--- src/hw/fpc_pkg.sv ---
// Package with register indices, field positions and reset values of the fast pulse counter.
package fpc_pkg;
    localparam int ADDR_W = 18;
    // Printed offsets are register indices; byte address is four times the index
    localparam logic [15:0] IDX_T0_CTRL = 16'hfe10;
    localparam logic [15:0] IDX_T0_LCNT = 16'hfe12;
    localparam logic [15:0] IDX_T0_HCNT = 16'hfe13;
    localparam logic [15:0] IDX_T0_LMATCH = 16'hfe14;
    localparam logic [15:0] IDX_T0_HMATCH = 16'hfe15;
    localparam logic [15:0] IDX_T0_CAPL = 16'hfe16;
    localparam logic [15:0] IDX_T0_CAPH = 16'hfe17;
    localparam logic [15:0] IDX_P1_TEST = 16'hfe47;
    localparam logic [15:0] IDX_IRQ01 = 16'hfe5d;
    localparam logic [15:0] IDX_IRQ23 = 16'hfe5e;
    localparam logic [15:0] IDX_INSEL = 16'hfe5f;
    localparam logic [15:0] IDX_FC_CTRL = 16'hfe7d;
    // timer0_control fields
    localparam int T0_HIGH_RUN = 7;
    localparam int T0_LOW_RUN = 6;
    localparam int T0_WIDTH_SEL = 5;
    localparam int T0_EXT_SEL = 4;
    localparam int T0_HIGH_FLAG = 3;
    localparam int T0_HIGH_IE = 2;
    localparam int T0_LOW_FLAG = 1;
    localparam int T0_LOW_IE = 0;
    // fast_counter_control fields
    localparam int FC_ENABLE = 7;
    localparam int FC_CMP_LSB = 4;
    localparam int FC_CARRY = 3;
    // port1_test_control field
    localparam int P1_RT_DISABLE = 2;
    // Reset values
    localparam logic [7:0] RST_BYTE = 8'h00;
    localparam logic [2:0] RST_FINE = 3'h0;
    localparam logic RST_BIT = 1'b0;
    // AXI responses
    localparam logic [1:0] RESP_OKAY = 2'h0;
    localparam logic [1:0] RESP_SLVERR = 2'h2;
endpackage

--- src/hw/fpc_reg_if.sv ---
// Interface between the AXI4-Lite slave and the register file of the core.
`timescale 1ns/1ps
interface fpc_reg_if;
    logic wr_en;
    logic [fpc_pkg::ADDR_W-1:0] wr_addr;
    logic [7:0] wr_data;
    logic wr_ok;
    logic rd_en;
    logic [fpc_pkg::ADDR_W-1:0] rd_addr;
    logic [7:0] rd_data;
    logic rd_ok;
    modport bus (output wr_en, wr_addr, wr_data, rd_en, rd_addr, input wr_ok, rd_data, rd_ok);
    modport regs (input wr_en, wr_addr, wr_data, rd_en, rd_addr, output wr_ok, rd_data, rd_ok);
endinterface

--- src/hw/fpc_sync.sv ---
// Two flip-flop synchroniser, one stage pair per bit.
`timescale 1ns/1ps
module fpc_sync #(
    parameter int W = 1
) (
    // Clock and reset
    input wire logic aclk,
    input wire logic aresetn,
    // Data
    input wire logic [W-1:0] d,
    output logic [W-1:0] q
);
    logic [W-1:0] meta_q;
    logic [W-1:0] meta_d;
    logic [W-1:0] sync_q;
    logic [W-1:0] sync_d;

    for (genvar i = 0; i < W; i++) begin : g_bit
        always_comb begin
            meta_d[i] = d[i];
            sync_d[i] = meta_q[i];
        end
        always_ff @(posedge aclk) begin
            if (!aresetn) begin
                meta_q[i] <= 1'b0;
                sync_q[i] <= 1'b0;
            end else begin
                meta_q[i] <= meta_d[i];
                sync_q[i] <= sync_d[i];
            end
        end
    end

    assign q = sync_q;
endmodule

--- src/hw/fpc_axil_slave.sv ---
// AXI4-Lite slave that turns bus transfers into single-cycle register strobes.
`timescale 1ns/1ps
module fpc_axil_slave (
    // Clock and reset
    input wire logic aclk,
    input wire logic aresetn,
    // Write address and data
    input wire logic [fpc_pkg::ADDR_W-1:0] awaddr,
    input wire logic awvalid,
    output logic awready,
    input wire logic [31:0] wdata,
    input wire logic [3:0] wstrb,
    input wire logic wvalid,
    output logic wready,
    // Write response
    output logic [1:0] bresp,
    output logic bvalid,
    input wire logic bready,
    // Read
    input wire logic [fpc_pkg::ADDR_W-1:0] araddr,
    input wire logic arvalid,
    output logic arready,
    output logic [31:0] rdata,
    output logic [1:0] rresp,
    output logic rvalid,
    input wire logic rready,
    // Register side
    fpc_reg_if.bus regs
);
    logic aw_got_q, aw_got_d, w_got_q, w_got_d, bvalid_q, bvalid_d, rvalid_q, rvalid_d;
    logic lane_q, lane_d;
    logic [fpc_pkg::ADDR_W-1:0] addr_q, addr_d;
    logic [7:0] data_q, data_d;
    logic [1:0] bresp_q, bresp_d, rresp_q, rresp_d;
    logic [31:0] rdata_q, rdata_d;
    logic fire;

    // A new write waits until the previous response has been taken
    assign awready = !aw_got_q && !bvalid_q;
    assign wready = !w_got_q && !bvalid_q;
    assign arready = !rvalid_q;
    assign fire = aw_got_q && w_got_q;
    assign regs.wr_en = fire && lane_q;
    assign regs.wr_addr = addr_q;
    assign regs.wr_data = data_q;
    assign regs.rd_en = arvalid && arready;
    assign regs.rd_addr = araddr;

    always_comb begin
        aw_got_d = aw_got_q;
        w_got_d = w_got_q;
        addr_d = addr_q;
        data_d = data_q;
        lane_d = lane_q;
        bvalid_d = bvalid_q;
        bresp_d = bresp_q;
        rvalid_d = rvalid_q;
        rresp_d = rresp_q;
        rdata_d = rdata_q;
        if (awvalid && awready) begin
            aw_got_d = 1'b1;
            addr_d = awaddr;
        end
        if (wvalid && wready) begin
            w_got_d = 1'b1;
            data_d = wdata[7:0];
            lane_d = wstrb[0];
        end
        if (fire) begin
            aw_got_d = 1'b0;
            w_got_d = 1'b0;
            bvalid_d = 1'b1;
            bresp_d = regs.wr_ok ? fpc_pkg::RESP_OKAY : fpc_pkg::RESP_SLVERR;
        end else if (bvalid_q && bready) begin
            bvalid_d = 1'b0;
        end
        if (regs.rd_en) begin
            rvalid_d = 1'b1;
            rdata_d = {24'h000000, regs.rd_data};
            rresp_d = regs.rd_ok ? fpc_pkg::RESP_OKAY : fpc_pkg::RESP_SLVERR;
        end else if (rvalid_q && rready) begin
            rvalid_d = 1'b0;
        end
    end

    always_ff @(posedge aclk) begin
        if (!aresetn) begin
            aw_got_q <= 1'b0;
            w_got_q <= 1'b0;
            addr_q <= '0;
            data_q <= 8'h00;
            lane_q <= 1'b0;
            bvalid_q <= 1'b0;
            bresp_q <= fpc_pkg::RESP_OKAY;
            rvalid_q <= 1'b0;
            rresp_q <= fpc_pkg::RESP_OKAY;
            rdata_q <= 32'h00000000;
        end else begin
            aw_got_q <= aw_got_d;
            w_got_q <= w_got_d;
            addr_q <= addr_d;
            data_q <= data_d;
            lane_q <= lane_d;
            bvalid_q <= bvalid_d;
            bresp_q <= bresp_d;
            rvalid_q <= rvalid_d;
            rresp_q <= rresp_d;
            rdata_q <= rdata_d;
        end
    end

    assign bvalid = bvalid_q;
    assign bresp = bresp_q;
    assign rvalid = rvalid_q;
    assign rresp = rresp_q;
    assign rdata = rdata_q;
endmodule

--- src/hw/fpc_top.sv ---
// Fast pulse counter joined to timer 0, with capture, match and realtime output.
`timescale 1ns/1ps
module fpc_top (
    // Clock and reset
    input wire logic aclk,
    input wire logic aresetn,
    // AXI4-Lite write
    input wire logic [fpc_pkg::ADDR_W-1:0] s_axi_awaddr,
    input wire logic s_axi_awvalid,
    output logic s_axi_awready,
    input wire logic [31:0] s_axi_wdata,
    input wire logic [3:0] s_axi_wstrb,
    input wire logic s_axi_wvalid,
    output logic s_axi_wready,
    output logic [1:0] s_axi_bresp,
    output logic s_axi_bvalid,
    input wire logic s_axi_bready,
    // AXI4-Lite read
    input wire logic [fpc_pkg::ADDR_W-1:0] s_axi_araddr,
    input wire logic s_axi_arvalid,
    output logic s_axi_arready,
    output logic [31:0] s_axi_rdata,
    output logic [1:0] s_axi_rresp,
    output logic s_axi_rvalid,
    input wire logic s_axi_rready,
    // Pins
    input wire logic fast_count_input,
    input wire logic capture_low_pin,
    input wire logic capture_high_pin,
    output logic realtime_output_pin,
    // Neighbouring chip logic
    input wire logic prescale_tick,
    input wire logic port_latch_bit,
    output logic low_irq_req,
    output logic high_irq_req
);
    fpc_reg_if rif ();

    fpc_axil_slave u_slave (
        .aclk(aclk),
        .aresetn(aresetn),
        .awaddr(s_axi_awaddr),
        .awvalid(s_axi_awvalid),
        .awready(s_axi_awready),
        .wdata(s_axi_wdata),
        .wstrb(s_axi_wstrb),
        .wvalid(s_axi_wvalid),
        .wready(s_axi_wready),
        .bresp(s_axi_bresp),
        .bvalid(s_axi_bvalid),
        .bready(s_axi_bready),
        .araddr(s_axi_araddr),
        .arvalid(s_axi_arvalid),
        .arready(s_axi_arready),
        .rdata(s_axi_rdata),
        .rresp(s_axi_rresp),
        .rvalid(s_axi_rvalid),
        .rready(s_axi_rready),
        .regs(rif.bus)
    );

    // Pin inputs pass two flip-flops; edges are taken on the synchronised copies only
    logic [2:0] pins_s;
    logic [2:0] pins_prev_q;
    logic [2:0] pins_rise;
    fpc_sync #(.W(3)) u_sync (
        .aclk(aclk),
        .aresetn(aresetn),
        .d({capture_high_pin, capture_low_pin, fast_count_input}),
        .q(pins_s)
    );
    assign pins_rise = pins_s & ~pins_prev_q;

    // Address decode
    function automatic logic hit_idx(input logic [fpc_pkg::ADDR_W-1:0] a, input logic [15:0] idx);
        hit_idx = (a == {idx, 2'b00});
    endfunction

    logic [7:0] ctrl_q, ctrl_d;
    logic [7:0] low_q, low_d, high_q, high_d;
    logic [7:0] lmatch_q, lmatch_d, hmatch_q, hmatch_d;
    logic [7:0] capl_q, capl_d, caph_q, caph_d;
    logic [7:0] irq01_q, irq01_d, irq23_q, irq23_d, insel_q, insel_d;
    logic rt_dis_q, rt_dis_d;
    logic fc_en_q, fc_en_d;
    logic [2:0] cmp_q, cmp_d;
    logic [2:0] fine_q, fine_d;
    logic [2:0] fcap_q, fcap_d;
    logic carry_q, carry_d;
    logic armed_q, armed_d;
    logic frozen_q, frozen_d;

    logic wr_ctrl, wr_fc;
    logic low_run, high_run, wide, ext_sel;
    logic cnt_pulse, fine_inc, fine_ovf, low_inc, high_inc;
    logic [18:0] count19, target19;
    logic [10:0] count11, target11;
    logic fc_hit, low_set, high_set;
    logic normal_low_hit, normal_high_hit;

    assign wr_ctrl = rif.wr_en && hit_idx(rif.wr_addr, fpc_pkg::IDX_T0_CTRL);
    assign wr_fc = rif.wr_en && hit_idx(rif.wr_addr, fpc_pkg::IDX_FC_CTRL);
    assign low_run = ctrl_q[fpc_pkg::T0_LOW_RUN];
    assign high_run = ctrl_q[fpc_pkg::T0_HIGH_RUN];
    assign wide = ctrl_q[fpc_pkg::T0_WIDTH_SEL];
    assign ext_sel = ctrl_q[fpc_pkg::T0_EXT_SEL];
    assign cnt_pulse = pins_rise[0];

    // Fine counter counts pin pulses while enabled and the low byte runs
    assign fine_inc = fc_en_q && low_run && cnt_pulse;
    assign fine_ovf = fine_inc && (fine_q == 3'h7);

    // Combined count and target; (match + 1) * 8 + fine compare is a concatenation
    assign count19 = {high_q, low_q, fine_q};
    assign count11 = {low_q, fine_q};
    assign target19 = {16'({hmatch_q, lmatch_q} + 16'h0001), cmp_q};
    assign target11 = {8'(lmatch_q + 8'h01), cmp_q};
    // Only the first equality after an arming write counts
    assign fc_hit = fc_en_q && armed_q && (wide ? (count19 == target19) : (count11 == target11));

    // Standalone timer matches; the match buffer is taken as the match register itself
    assign normal_low_hit = !fc_en_q && low_run && (wide ? ({high_q, low_q} == {hmatch_q, lmatch_q})
                                                          : (low_q == lmatch_q));
    assign normal_high_hit = (!wide || !fc_en_q) && high_run &&
                             (wide ? normal_low_hit : (high_q == hmatch_q));

    always_comb begin
        low_inc = 1'b0;
        high_inc = 1'b0;
        if (fc_en_q) begin
            low_inc = fine_ovf;
            high_inc = wide ? (fine_ovf && low_q == 8'hff) : (high_run && prescale_tick);
        end else begin
            low_inc = low_run && (ext_sel ? cnt_pulse : prescale_tick);
            high_inc = wide ? (low_inc && low_q == 8'hff) : (high_run && prescale_tick);
        end
    end

    assign low_set = fc_hit || (normal_low_hit && low_inc);
    assign high_set = (fc_hit && wide) || (normal_high_hit && (wide ? low_inc : high_inc));

    // Counters
    always_comb begin
        fine_d = fine_q;
        low_d = low_q;
        high_d = high_q;
        if (!fc_en_q || !low_run) begin
            fine_d = fpc_pkg::RST_FINE;
        end else if (fine_inc) begin
            fine_d = 3'(fine_q + 3'h1);
        end
        if (!low_run) begin
            low_d = fpc_pkg::RST_BYTE;
        end else if (normal_low_hit && low_inc) begin
            low_d = fpc_pkg::RST_BYTE;
        end else if (low_inc) begin
            low_d = 8'(low_q + 8'h01);
        end
        if (!(wide ? low_run : high_run)) begin
            high_d = fpc_pkg::RST_BYTE;
        end else if (normal_high_hit && (wide ? low_inc : high_inc)) begin
            high_d = fpc_pkg::RST_BYTE;
        end else if (high_inc) begin
            high_d = 8'(high_q + 8'h01);
        end
    end

    always_ff @(posedge aclk) begin
        if (!aresetn) begin
            fine_q <= fpc_pkg::RST_FINE;
            low_q <= fpc_pkg::RST_BYTE;
            high_q <= fpc_pkg::RST_BYTE;
            pins_prev_q <= 3'h0;
        end else begin
            fine_q <= fine_d;
            low_q <= low_d;
            high_q <= high_d;
            pins_prev_q <= pins_s;
        end
    end

    // Captures take the post-edge fine count; the carry marks a timer bump still in flight
    always_comb begin
        capl_d = capl_q;
        caph_d = caph_q;
        fcap_d = fcap_q;
        carry_d = carry_q;
        if (pins_rise[1]) begin
            capl_d = low_q;
            fcap_d = fine_d;
            carry_d = fine_ovf;
        end
        if (pins_rise[2]) begin
            caph_d = high_q;
        end
    end

    // Capture bytes are undefined after reset, so they are left out of the reset branch
    always_ff @(posedge aclk) begin
        capl_q <= capl_d;
        caph_q <= caph_d;
        if (!aresetn) begin
            fcap_q <= fpc_pkg::RST_FINE;
            carry_q <= fpc_pkg::RST_BIT;
        end else begin
            fcap_q <= fcap_d;
            carry_q <= carry_d;
        end
    end

    // Realtime output: held frozen while armed, switches to the latch in the match cycle itself
    logic rt_active;
    assign rt_active = fc_en_q && !rt_dis_q;
    assign realtime_output_pin = (rt_active && armed_q && !fc_hit) ? frozen_q : port_latch_bit;

    // Register file
    always_comb begin
        ctrl_d = ctrl_q;
        lmatch_d = lmatch_q;
        hmatch_d = hmatch_q;
        irq01_d = irq01_q;
        irq23_d = irq23_q;
        insel_d = insel_q;
        rt_dis_d = rt_dis_q;
        fc_en_d = fc_en_q;
        cmp_d = cmp_q;
        armed_d = armed_q;
        frozen_d = frozen_q;
        if (wr_ctrl) begin
            ctrl_d = rif.wr_data;
            // Flags only clear by software; writing one keeps the present state
            ctrl_d[fpc_pkg::T0_LOW_FLAG] = rif.wr_data[fpc_pkg::T0_LOW_FLAG] & ctrl_q[fpc_pkg::T0_LOW_FLAG];
            ctrl_d[fpc_pkg::T0_HIGH_FLAG] = rif.wr_data[fpc_pkg::T0_HIGH_FLAG] & ctrl_q[fpc_pkg::T0_HIGH_FLAG];
        end
        // A hardware set wins over a clear in the same cycle
        if (low_set) begin
            ctrl_d[fpc_pkg::T0_LOW_FLAG] = 1'b1;
        end
        if (high_set) begin
            ctrl_d[fpc_pkg::T0_HIGH_FLAG] = 1'b1;
        end
        if (rif.wr_en && hit_idx(rif.wr_addr, fpc_pkg::IDX_T0_LMATCH)) begin
            lmatch_d = rif.wr_data;
        end
        if (rif.wr_en && hit_idx(rif.wr_addr, fpc_pkg::IDX_T0_HMATCH)) begin
            hmatch_d = rif.wr_data;
        end
        if (rif.wr_en && hit_idx(rif.wr_addr, fpc_pkg::IDX_IRQ01)) begin
            irq01_d = rif.wr_data;
        end
        if (rif.wr_en && hit_idx(rif.wr_addr, fpc_pkg::IDX_IRQ23)) begin
            irq23_d = rif.wr_data;
        end
        if (rif.wr_en && hit_idx(rif.wr_addr, fpc_pkg::IDX_INSEL)) begin
            insel_d = rif.wr_data;
        end
        if (rif.wr_en && hit_idx(rif.wr_addr, fpc_pkg::IDX_P1_TEST)) begin
            rt_dis_d = rif.wr_data[fpc_pkg::P1_RT_DISABLE];
        end
        if (fc_hit) begin
            armed_d = 1'b0;
        end
        if (wr_fc) begin
            fc_en_d = rif.wr_data[fpc_pkg::FC_ENABLE];
            cmp_d = rif.wr_data[fpc_pkg::FC_CMP_LSB +: 3];
            armed_d = rif.wr_data[fpc_pkg::FC_ENABLE];
            frozen_d = realtime_output_pin;
        end
    end

    always_ff @(posedge aclk) begin
        if (!aresetn) begin
            ctrl_q <= fpc_pkg::RST_BYTE;
            lmatch_q <= fpc_pkg::RST_BYTE;
            hmatch_q <= fpc_pkg::RST_BYTE;
            irq01_q <= fpc_pkg::RST_BYTE;
            irq23_q <= fpc_pkg::RST_BYTE;
            insel_q <= fpc_pkg::RST_BYTE;
            rt_dis_q <= fpc_pkg::RST_BIT;
            fc_en_q <= fpc_pkg::RST_BIT;
            cmp_q <= fpc_pkg::RST_FINE;
            armed_q <= fpc_pkg::RST_BIT;
            frozen_q <= fpc_pkg::RST_BIT;
        end else begin
            ctrl_q <= ctrl_d;
            lmatch_q <= lmatch_d;
            hmatch_q <= hmatch_d;
            irq01_q <= irq01_d;
            irq23_q <= irq23_d;
            insel_q <= insel_d;
            rt_dis_q <= rt_dis_d;
            fc_en_q <= fc_en_d;
            cmp_q <= cmp_d;
            armed_q <= armed_d;
            frozen_q <= frozen_d;
        end
    end

    assign low_irq_req = ctrl_q[fpc_pkg::T0_LOW_FLAG] && ctrl_q[fpc_pkg::T0_LOW_IE];
    assign high_irq_req = ctrl_q[fpc_pkg::T0_HIGH_FLAG] && ctrl_q[fpc_pkg::T0_HIGH_IE];

    // Read decode; reads have no side effects
    always_comb begin
        rif.rd_data = 8'h00;
        rif.rd_ok = 1'b1;
        if (hit_idx(rif.rd_addr, fpc_pkg::IDX_T0_CTRL)) begin
            rif.rd_data = ctrl_q;
        end else if (hit_idx(rif.rd_addr, fpc_pkg::IDX_T0_LCNT)) begin
            rif.rd_data = low_q;
        end else if (hit_idx(rif.rd_addr, fpc_pkg::IDX_T0_HCNT)) begin
            rif.rd_data = high_q;
        end else if (hit_idx(rif.rd_addr, fpc_pkg::IDX_T0_LMATCH)) begin
            rif.rd_data = lmatch_q;
        end else if (hit_idx(rif.rd_addr, fpc_pkg::IDX_T0_HMATCH)) begin
            rif.rd_data = hmatch_q;
        end else if (hit_idx(rif.rd_addr, fpc_pkg::IDX_T0_CAPL)) begin
            rif.rd_data = capl_q;
        end else if (hit_idx(rif.rd_addr, fpc_pkg::IDX_T0_CAPH)) begin
            rif.rd_data = caph_q;
        end else if (hit_idx(rif.rd_addr, fpc_pkg::IDX_P1_TEST)) begin
            rif.rd_data = {5'h00, rt_dis_q, 2'h0};
        end else if (hit_idx(rif.rd_addr, fpc_pkg::IDX_IRQ01)) begin
            rif.rd_data = irq01_q;
        end else if (hit_idx(rif.rd_addr, fpc_pkg::IDX_IRQ23)) begin
            rif.rd_data = irq23_q;
        end else if (hit_idx(rif.rd_addr, fpc_pkg::IDX_INSEL)) begin
            rif.rd_data = insel_q;
        end else if (hit_idx(rif.rd_addr, fpc_pkg::IDX_FC_CTRL)) begin
            rif.rd_data = {fc_en_q, cmp_q, carry_q, fcap_q};
        end else begin
            rif.rd_ok = 1'b0;
        end
    end

    // Writes to read-only or unmapped words get an error answer and change nothing
    assign rif.wr_ok = hit_idx(rif.wr_addr, fpc_pkg::IDX_T0_CTRL) || hit_idx(rif.wr_addr, fpc_pkg::IDX_T0_LMATCH)
                    || hit_idx(rif.wr_addr, fpc_pkg::IDX_T0_HMATCH) || hit_idx(rif.wr_addr, fpc_pkg::IDX_P1_TEST)
                    || hit_idx(rif.wr_addr, fpc_pkg::IDX_IRQ01) || hit_idx(rif.wr_addr, fpc_pkg::IDX_IRQ23)
                    || hit_idx(rif.wr_addr, fpc_pkg::IDX_INSEL) || hit_idx(rif.wr_addr, fpc_pkg::IDX_FC_CTRL);
endmodule

--- config.mk ---
export PLATFORM = sky130hd
export DESIGN_NAME = fpc_top
export DESIGN_NICKNAME = d
export VERILOG_FILES = /design/src/hw/fpc_pkg.sv /design/src/hw/fpc_reg_if.sv /design/src/hw/fpc_sync.sv /design/src/hw/fpc_axil_slave.sv /design/src/hw/fpc_top.sv
export SDC_FILE = /design/constraint.sdc
export NUM_CORES = 1
export LEC_CHECK = 0
export BUFFER_PORTS_ARGS = -buffer_cell sky130_fd_sc_hd__buf_2
export CORE_MARGIN = 5
export CORE_UTILIZATION = 51
export DETAILED_ROUTE_END_ITERATION = 8
export PLACE_DENSITY = 0.77
export RECOVER_POWER = 50
export SLEW_MARGIN = 10
export SYNTH_ARGS = -nofsm -noshare
export SYNTH_HDL_FRONTEND = slang
export SYNTH_SLANG_ARGS = --single-unit
--- constraint.sdc ---
create_clock -name aclk -period 2.4 [get_ports aclk]
set_input_delay 0.12 -clock aclk [delete_from_list [all_inputs] [get_ports aclk]]
set_output_delay 0.12 -clock aclk [all_outputs]
set_load 0.03 [all_outputs]
==> results of run 1 <==
-- worst max path at each step --
| stage | endpoint | cells past startpoint |
|---|---|---|
| 6_report | realtime_output_pin | 10 |
| 5_1_grt | realtime_output_pin | 9 |
| 4_1_cts | realtime_output_pin | 9 |
| 3_5_place_dp | realtime_output_pin | 8 |
| 3_3_place_gp | realtime_output_pin | 9 |
| 2_1_floorplan | realtime_output_pin | 8 |
-- power breakdown --
part | internal [mW] | total [mW] | switching, mW | leakage, nW
sequential | 2.48 | 2.54 | 0.0626 | 1.18
clock | 1.54 | 2.62 | 1.08 | 0.288
combinational | 0.138 | 0.380 | 0.241 | 2.14
total | 4.16 | 5.54 | 1.39 | 3.61
-- critical path: stages, from the launching register on --
cell	delay, ps
sky130_fd_sc_hd__dfxtp_4	360
sky130_fd_sc_hd__ha_4	170
sky130_fd_sc_hd__nand3_4	80
sky130_fd_sc_hd__buf_12	120
sky130_fd_sc_hd__nor3_4	40
sky130_fd_sc_hd__or3_1	340
sky130_fd_sc_hd__a311o_1	320
sky130_fd_sc_hd__a2111o_1	410
sky130_fd_sc_hd__nand2_2	90
sky130_fd_sc_hd__mux2_4	300
sky130_fd_sc_hd__buf_6	140
-- layer usage --
metal / global-route usage / vias up / share of wire
met3: 0.05688 / 63 / 0.080
met1: 0.3498 / 3305 / 0.42
li1: - / 3245 / -
met2: 0.4454 / 331 / 0.47
met4: 0.1033 / 0 / 0.033
met5: 0 / - / 0
-- placed cells by master, fill, tap and decap left out, types with 6 or more instances in the layout --
master                          instances
sky130_fd_sc_hd__dlygate4sd3_1         34
sky130_fd_sc_hd__dfxtp_1              119
sky130_fd_sc_hd__and2_0                 6
sky130_fd_sc_hd__inv_1                  9
sky130_fd_sc_hd__and3_1                 8
sky130_fd_sc_hd__inv_6                  6
sky130_fd_sc_hd__and2_1                12
sky130_fd_sc_hd__nor2b_1                9
sky130_fd_sc_hd__o21ai_0               10
sky130_fd_sc_hd__o221ai_1               8
sky130_fd_sc_hd__a21oi_1               40
sky130_fd_sc_hd__a22oi_1               12
sky130_fd_sc_hd__o22a_1                 6
sky130_fd_sc_hd__clkbuf_16             18
sky130_fd_sc_hd__xnor2_1               26
sky130_fd_sc_hd__buf_2                 55
sky130_fd_sc_hd__buf_4                 70
sky130_fd_sc_hd__mux2i_1               61
sky130_fd_sc_hd__dfxtp_2                7
sky130_fd_sc_hd__conb_1                26
sky130_fd_sc_hd__nand4_1               17
sky130_fd_sc_hd__nor3_1                21
sky130_fd_sc_hd__edfxtp_1              16
sky130_fd_sc_hd__nand2b_1              11
sky130_fd_sc_hd__nand3_1               26
sky130_fd_sc_hd__xor2_1                14
sky130_fd_sc_hd__nor2_1               100
sky130_fd_sc_hd__nand2_1              104
sky130_fd_sc_hd__clkbuf_1              35
sky130_fd_sc_hd__nor4_2                 6
-- metrics by stage --
step,total power [mW],instance area [um2],cells,setup TNS (ps)
after floorplan,2.830,7401,859,0
after global placement,2.917,8207,1118,-130.3
after detailed placement,2.923,8207,1118,-164.7
after CTS,5.553,9215,1188,-837.4
after global routing,5.707,9246,1192,-1825
final,5.544,9246,1192,-1076
-- layout make-up --
class / instances / area (um2)
clock buffer: 20 / 467.9
clock inverter: 12 / 118.9
fill: 1125 / 4688
inverter: 9 / 33.78
multi-input combinational: 627 / 3991
sequential: 144 / 3059
tap: 180 / 225.2
timing repair buffer: 200 / 1350
-- synth_stat cells (all sizes together), types with 4 or more instances --
cell	count	area (um2)
a211oi	4	30.03
a21oi	41	205.2
a221o	4	40.04
a221oi	4	35.03
a22oi	12	90.09
and2	18	112.6
and3	8	50.05
and4b	4	40.04
buf	38	266.5
clkbuf	41	153.9
dfxtp	128	2562
edfxtp	16	480.5
ha	5	62.56
inv	9	33.78
mux2	4	45.04
mux2i	61	610.6
nand2	105	394.1
nand2b	11	68.82
nand3	27	147.6
nand3b	4	30.03
nand4	20	152.6
nand4b	4	35.03
nor2	100	375.4
nor2b	9	56.30
nor3	25	135.1
nor3b	5	37.54
nor4	12	102.6
o21ai	13	65.06
o221ai	8	70.07
o22a	6	52.55
or3	5	31.28
xnor2	27	236.5
xor2	14	122.6
-- timing repair --
action,CTS,global route
hold buffers,34,0
endpoints found under the setup margin,3,5
resized for setup,11,19
pin swaps,7,6
buffers inserted,4,4
endpoints found under the hold margin,33,0
-- cell families (layout without fill, tap and decap cells) --
| logic type | after synthesis | in the layout | share of synthesized area |
|---|---|---|---|
| buf+inv | 88 | 241 | 0.06236 |
| other cells | 1 | 26 | 0.0005149 |
| mux | 65 | 65 | 0.09002 |
| fa+ha+maj | 5 | 5 | 0.008590 |
| simple gates | 369 | 369 | 0.2573 |
| xor+xnor | 41 | 41 | 0.04931 |
| flops | 144 | 144 | 0.4178 |
| compound gates | 121 | 121 | 0.1141 |
==> impl_metrics.toml, run 1 <==
[worst_setup_path]
r2r_start = "lmatch_q[0]$_SDFFE_PN0P_"
timing.critical_path.arrival_ps = 2790
critPathMaxFanout = 4
setup.worst_path.class = "reg2out"
startpoint = "lmatch_q[0]$_SDFFE_PN0P_"
crit-reg2reg-capture = "ctrl_q[3]$_SDFFE_PN0P_"
start_kind = "register"
worst_reg_to_reg_setup_slack_ps = -130
cp-end-kind = "output port"
timing.reg2reg.worst_path_depth = 11
worst-endpoint-required_ps = 2280

[layout]
drive_above_1_share = 0.1986
final_core_utilization = 0.6636
nets = 1088
largest_register_ffs = 18
antennaDiodeCount = 0
syn_to_final_growth_pct = 26.95

[global_route]
antenna_found_initial = 0
groute.usage.overall = 0.2703
grt_overflow = 0
grt_max_degree = 44
first_global_vias = 6673
grt_first_pass_wirelength_um = 34980

[place]
dpl.hpwl_um = 15740
buffer_ports.inserted = 74
last_weighted_congestion_value_of_the_routability_driven_placer = 0.9720
preCtsSetupSlack_ps = -144.4

[sta]
hold_viol_final = 0
layout_worst_path_cycle_share = 1.212
setup_viol_count_final = 6
clock.fmax_ghz = 0.3439
post-route-min-period_ps = 2908
grt_setup_unrepaired = "true"
timing.final.ws_setup_ps = -508.2
max_slew_headroom = -0.2294
report.final.slew_viol_count = 44
timing_worst_slew_pin_value_ps = 1844
finalClockSkew_ps = 9.549
whs_ps = 123.9

[worst_hold_path]
hold_path_class = "in2reg"
timing.hold.worst_endpoint = "frozen_q$_SDFFE_PN0P_"
holdPathStages = 3
worstHoldStart = "aresetn"

[routing]
drt.antenna.violating_nets = 0
drc = 0
wire_per_inst_um = 18.64
detailedRoute.firstPassIterationCount = 5
route.vias.total = 6944
via_per_inst = 5.826
first_iter_violations = 718
postRouteWirelength_um = 22220

[floorplan]
chipWidth_um = 129.5
die_h_um = 129.5
dieArea_mm2 = 0.01677
top_level_ports = 128
floorplan.rows = 43
start_util = 0.5227
core_footprint_mm2 = 0.01393

[synthesis]
post_synthesis_cell_type_count = 69
synth_warnings = 0
cells_after_synthesis = 834
synth.yosys.seq_area_share = 0.4178
yosys_reg_bits = 144
synth_top_flop_cell = "sky130_fd_sc_hd__dfxtp_1"
synth_enable_flop_cells = 16
synth_async_sr_flop_share = 0
syn_area_mm2 = 0.007283
avgSynthCellArea_um2 = 8.733

[status]
status = "finished with violations"
violations = "capacitance limit, slew limit, setup timing"

[power]
powerDensity_mw_per_mm2 = 599.6
vdd_drop_max_uv = 526.7
static_leakage_nw = 3.606

[cts]
clock_insertion_delay_worst_skew_ps = 430
clock_tree_from_tritoncts = "done"
cts.root.buffer_cell = "sky130_fd_sc_hd__clkbuf_16"
max-clock-path-buffers = 2
cts_inserted_buffers = 17
numClockSinks = 144
h-tree-depth = 4
cts.clk_slew.worst_paths_ps = 60

[job]
count_of_maximum_capacitance_violations = 1
No activity file was read; power rests on OpenSTA's default activity.
==> run 2, diff against run 1 <==
Settings changed: ABC_AREA set to 1, PLACE_DENSITY 0.77 to 0.76.
==> impl_metrics.toml, run 2 <==
[status]
status = "finished with violations"
violations = "setup timing"

[global_route]
first_global_vias = 6677
antenna_found_initial = 0
grt_overflow = 0
groute.usage.overall = 0.2439
grt_first_pass_wirelength_um = 34310
grt_max_degree = 67

[synthesis]
synth_area_leader_cell = "sky130_fd_sc_hd__dfxtp_1"
post_synthesis_cell_type_count = 44
avgSynthCellArea_um2 = 7.097
synth_async_sr_flop_share = 0
synth_enable_flop_cells = 16
syn_area_mm2 = 0.007594
synth_warnings = 0
synth_area_leaders = "sky130_fd_sc_hd__dfxtp_1 (34%), sky130_fd_sc_hd__nand2_1 (11%), sky130_fd_sc_hd__inv_1 (6.6%)"
synth_top_cells_by_count = "sky130_fd_sc_hd__nand2_1 (213), sky130_fd_sc_hd__inv_1 (133), sky130_fd_sc_hd__dfxtp_1 (128), sky130_fd_sc_hd__nor2_1 (127), sky130_fd_sc_hd__o21ai_0 (85)"
synth_top_flop_cell = "sky130_fd_sc_hd__dfxtp_1"
yosys_reg_bits = 144
yosys.cell_count.top_type = "sky130_fd_sc_hd__nand2_1"
synth.yosys.seq_area_share = 0.4007
synth_largest_type_area_fraction = 0.3375
cells_after_synthesis = 1070

[layout]
drive_above_1_share = 0.1405
area_of_the_multi_input_gates_mm2 = 0.003819
largest_register_ffs = 18
leading_cell_types_in_the_layout_fill_and_taps_excluded = "sky130_fd_sc_hd__nand2_1 (210), sky130_fd_sc_hd__inv_1 (133), sky130_fd_sc_hd__nor2_1 (125), sky130_fd_sc_hd__dfxtp_1 (125), sky130_fd_sc_hd__o21ai_0 (85)"
antennaDiodeCount = 0
most_frequent_standard_cell_in_the_layout_excluding_fill_and_tap_cells = "sky130_fd_sc_hd__nand2_1"
post-route-cell-area_mm2 = 0.009090
nets = 1286
register_area_mm2 = 0.003047
num-fill-cells = 1268
syn_to_final_growth_pct = 19.71
layout.cells.non_filler = 1394
final_core_utilization = 0.6231

[sta]
timing.final.ws_setup_ps = -144.9
finalClockSkew_ps = 8.658
layout_worst_path_cycle_share = 1.060
post-route-min-period_ps = 2545
setup_tns_ps = -255.8
setup_viol_count_final = 2
timing_worst_slew_pin_value_ps = 1071
whs_ps = 2.067
report.final.slew_viol_count = 0
clock.fmax_ghz = 0.3929
grt_setup_unrepaired = "true"
max_slew_headroom = 0.2860
hold_viol_final = 0

[worst_setup_path]
setup.worst_path.class = "reg2reg"
critPathMaxFanout = 5
timing.critical_path.arrival_ps = 2830
start_kind = "register"
cp-end-kind = "register"
worst-endpoint-required_ps = 2690

[cts]
numClockSinks = 144
clock_tree_from_tritoncts = "done"
cts.clk_slew.worst_paths_ps = 60
cts_inserted_buffers = 17
max-clock-path-buffers = 2
h-tree-depth = 4
cts.root.buffer_cell = "sky130_fd_sc_hd__clkbuf_16"
clock_insertion_delay_worst_skew_ps = 420

[floorplan]
die_h_um = 132.0
top_level_ports = 128
start_util = 0.5205
core_footprint_mm2 = 0.01459
dieArea_mm2 = 0.01743
floorplan.rows = 44
chipWidth_um = 132.0

[job]
count_of_maximum_capacitance_violations = 0

[routing]
wl_met2_um = 9811
met3RoutedLength_um = 1873
wire_per_inst_um = 15.42
detailedRoute.firstPassIterationCount = 7
drc = 0
first_iter_violations = 724
top_signal_layer_used = "met4"
drt.antenna.violating_nets = 0
route.vias.total = 7342
wl_met1_um = 9422
via_per_inst = 5.267
postRouteWirelength_um = 21490

[place]
last_weighted_congestion_value_of_the_routability_driven_placer = 0.9200
dpl.hpwl_um = 15920
preCtsSetupSlack_ps = 226.9
place_inst = 1330
buffer_ports.inserted = 74
placedInstanceArea_mm2 = 0.008198

[power]
powerDensity_mw_per_mm2 = 624.7
static_leakage_nw = 3.913
vdd_drop_max_uv = 748.5
finalPower_mw = 5.679

[worst_hold_path]
hold_path_class = "in2reg"
## run 2: cell types whose count changed in the layout (fill, tap and decap cells not counted), moves of 14 or more
cell and change:
sky130_fd_sc_hd__o21ai_0 +75, sky130_fd_sc_hd__inv_1 +124, sky130_fd_sc_hd__mux2i_1 -61, sky130_fd_sc_hd__nor2_1 +25, sky130_fd_sc_hd__a21oi_1 +41, sky130_fd_sc_hd__nand2_1 +106, sky130_fd_sc_hd__buf_4 -38, sky130_fd_sc_hd__nand3_1 +28
sky130_fd_sc_hd__a211oi_1 +29, sky130_fd_sc_hd__xnor2_1 -14
## run 2: logic make-up after synthesis
| group | after synthesis | synth area share |
|---|---|---|
| XOR/XNOR | 29 | 0.03345 |
| AND/OR/NAND/NOR | 483 | 0.2879 |
| buffers and inverters | 195 | 0.1134 |
| flip-flops | 144 | 0.4007 |
| adder cells (fa/ha/maj) | 5 | 0.008239 |
| other | 1 | 0.0004938 |
| AO/OA/AOI/OAI | 213 | 0.1559 |
## run 2: layer usage
metal  up-vias  track usage
li1       3717            -
met1      3301       0.3402
met2       299       0.3804
met3        25      0.05496
met4         0      0.06914
met5         -            0
## run 2: area by class of cell
class / instances / area share
multi-input combinational: 756 / 0.4201
clock buffer: 22 / 0.05341
inverter: 139 / 0.05754
sequential: 144 / 0.3352
timing repair buffer: 139 / 0.09498
clock inverter: 10 / 0.01349
tap: 184 / 0.02533
## run 2: critical path: stages, from the launching register on
cell                      delay [ps]
sky130_fd_sc_hd__dfxtp_2         350
sky130_fd_sc_hd__buf_4           150
sky130_fd_sc_hd__nand3_2         120
sky130_fd_sc_hd__nor2_4          140
sky130_fd_sc_hd__nand4_1         180
sky130_fd_sc_hd__inv_1           120
sky130_fd_sc_hd__nand2_1          70
sky130_fd_sc_hd__xor2_1          140
sky130_fd_sc_hd__nand3_1         130
sky130_fd_sc_hd__nand2_2          80
sky130_fd_sc_hd__buf_4           150
sky130_fd_sc_hd__buf_4           120
sky130_fd_sc_hd__buf_4           120
sky130_fd_sc_hd__buf_4           120
sky130_fd_sc_hd__buf_4           120
sky130_fd_sc_hd__buf_4           120
sky130_fd_sc_hd__nand3_1          70
sky130_fd_sc_hd__a31oi_1         100
## run 2: power breakdown
group | internal, mW | switching, mW
Sequential | 2.50 | 0.0463
Combinational | 0.127 | 0.311
Clock | 1.66 | 1.03
## run 2: worst paths after layout
kind | from | end | slack [ps] | depth (start not counted)
min | s_axi_awaddr[9] | u_slave.regs.wr_addr[9]$_SDFFE_PN0P_ | 2 | 3
max | lmatch_q[1]$_SDFFE_PN0P_ | ctrl_q[3]$_SDFFE_PN0P_ | -140 | 17
min reg2reg | u_sync.meta_q[2]$_SDFF_PN0_ | u_sync.q[2]$_SDFF_PN0_ | 410 | 2
max reg2reg | lmatch_q[1]$_SDFFE_PN0P_ | ctrl_q[3]$_SDFFE_PN0P_ | -140 | 17
## run 2: timing repair
action | in CTS | in global routing
setup buffers | 7 | 2
hold endpoints to repair | 23 | 0
setup endpoints to repair | 1 | 2
gates resized for setup | 10 | 4
pin swaps | 2 | 5
hold buffers | 23 | 0
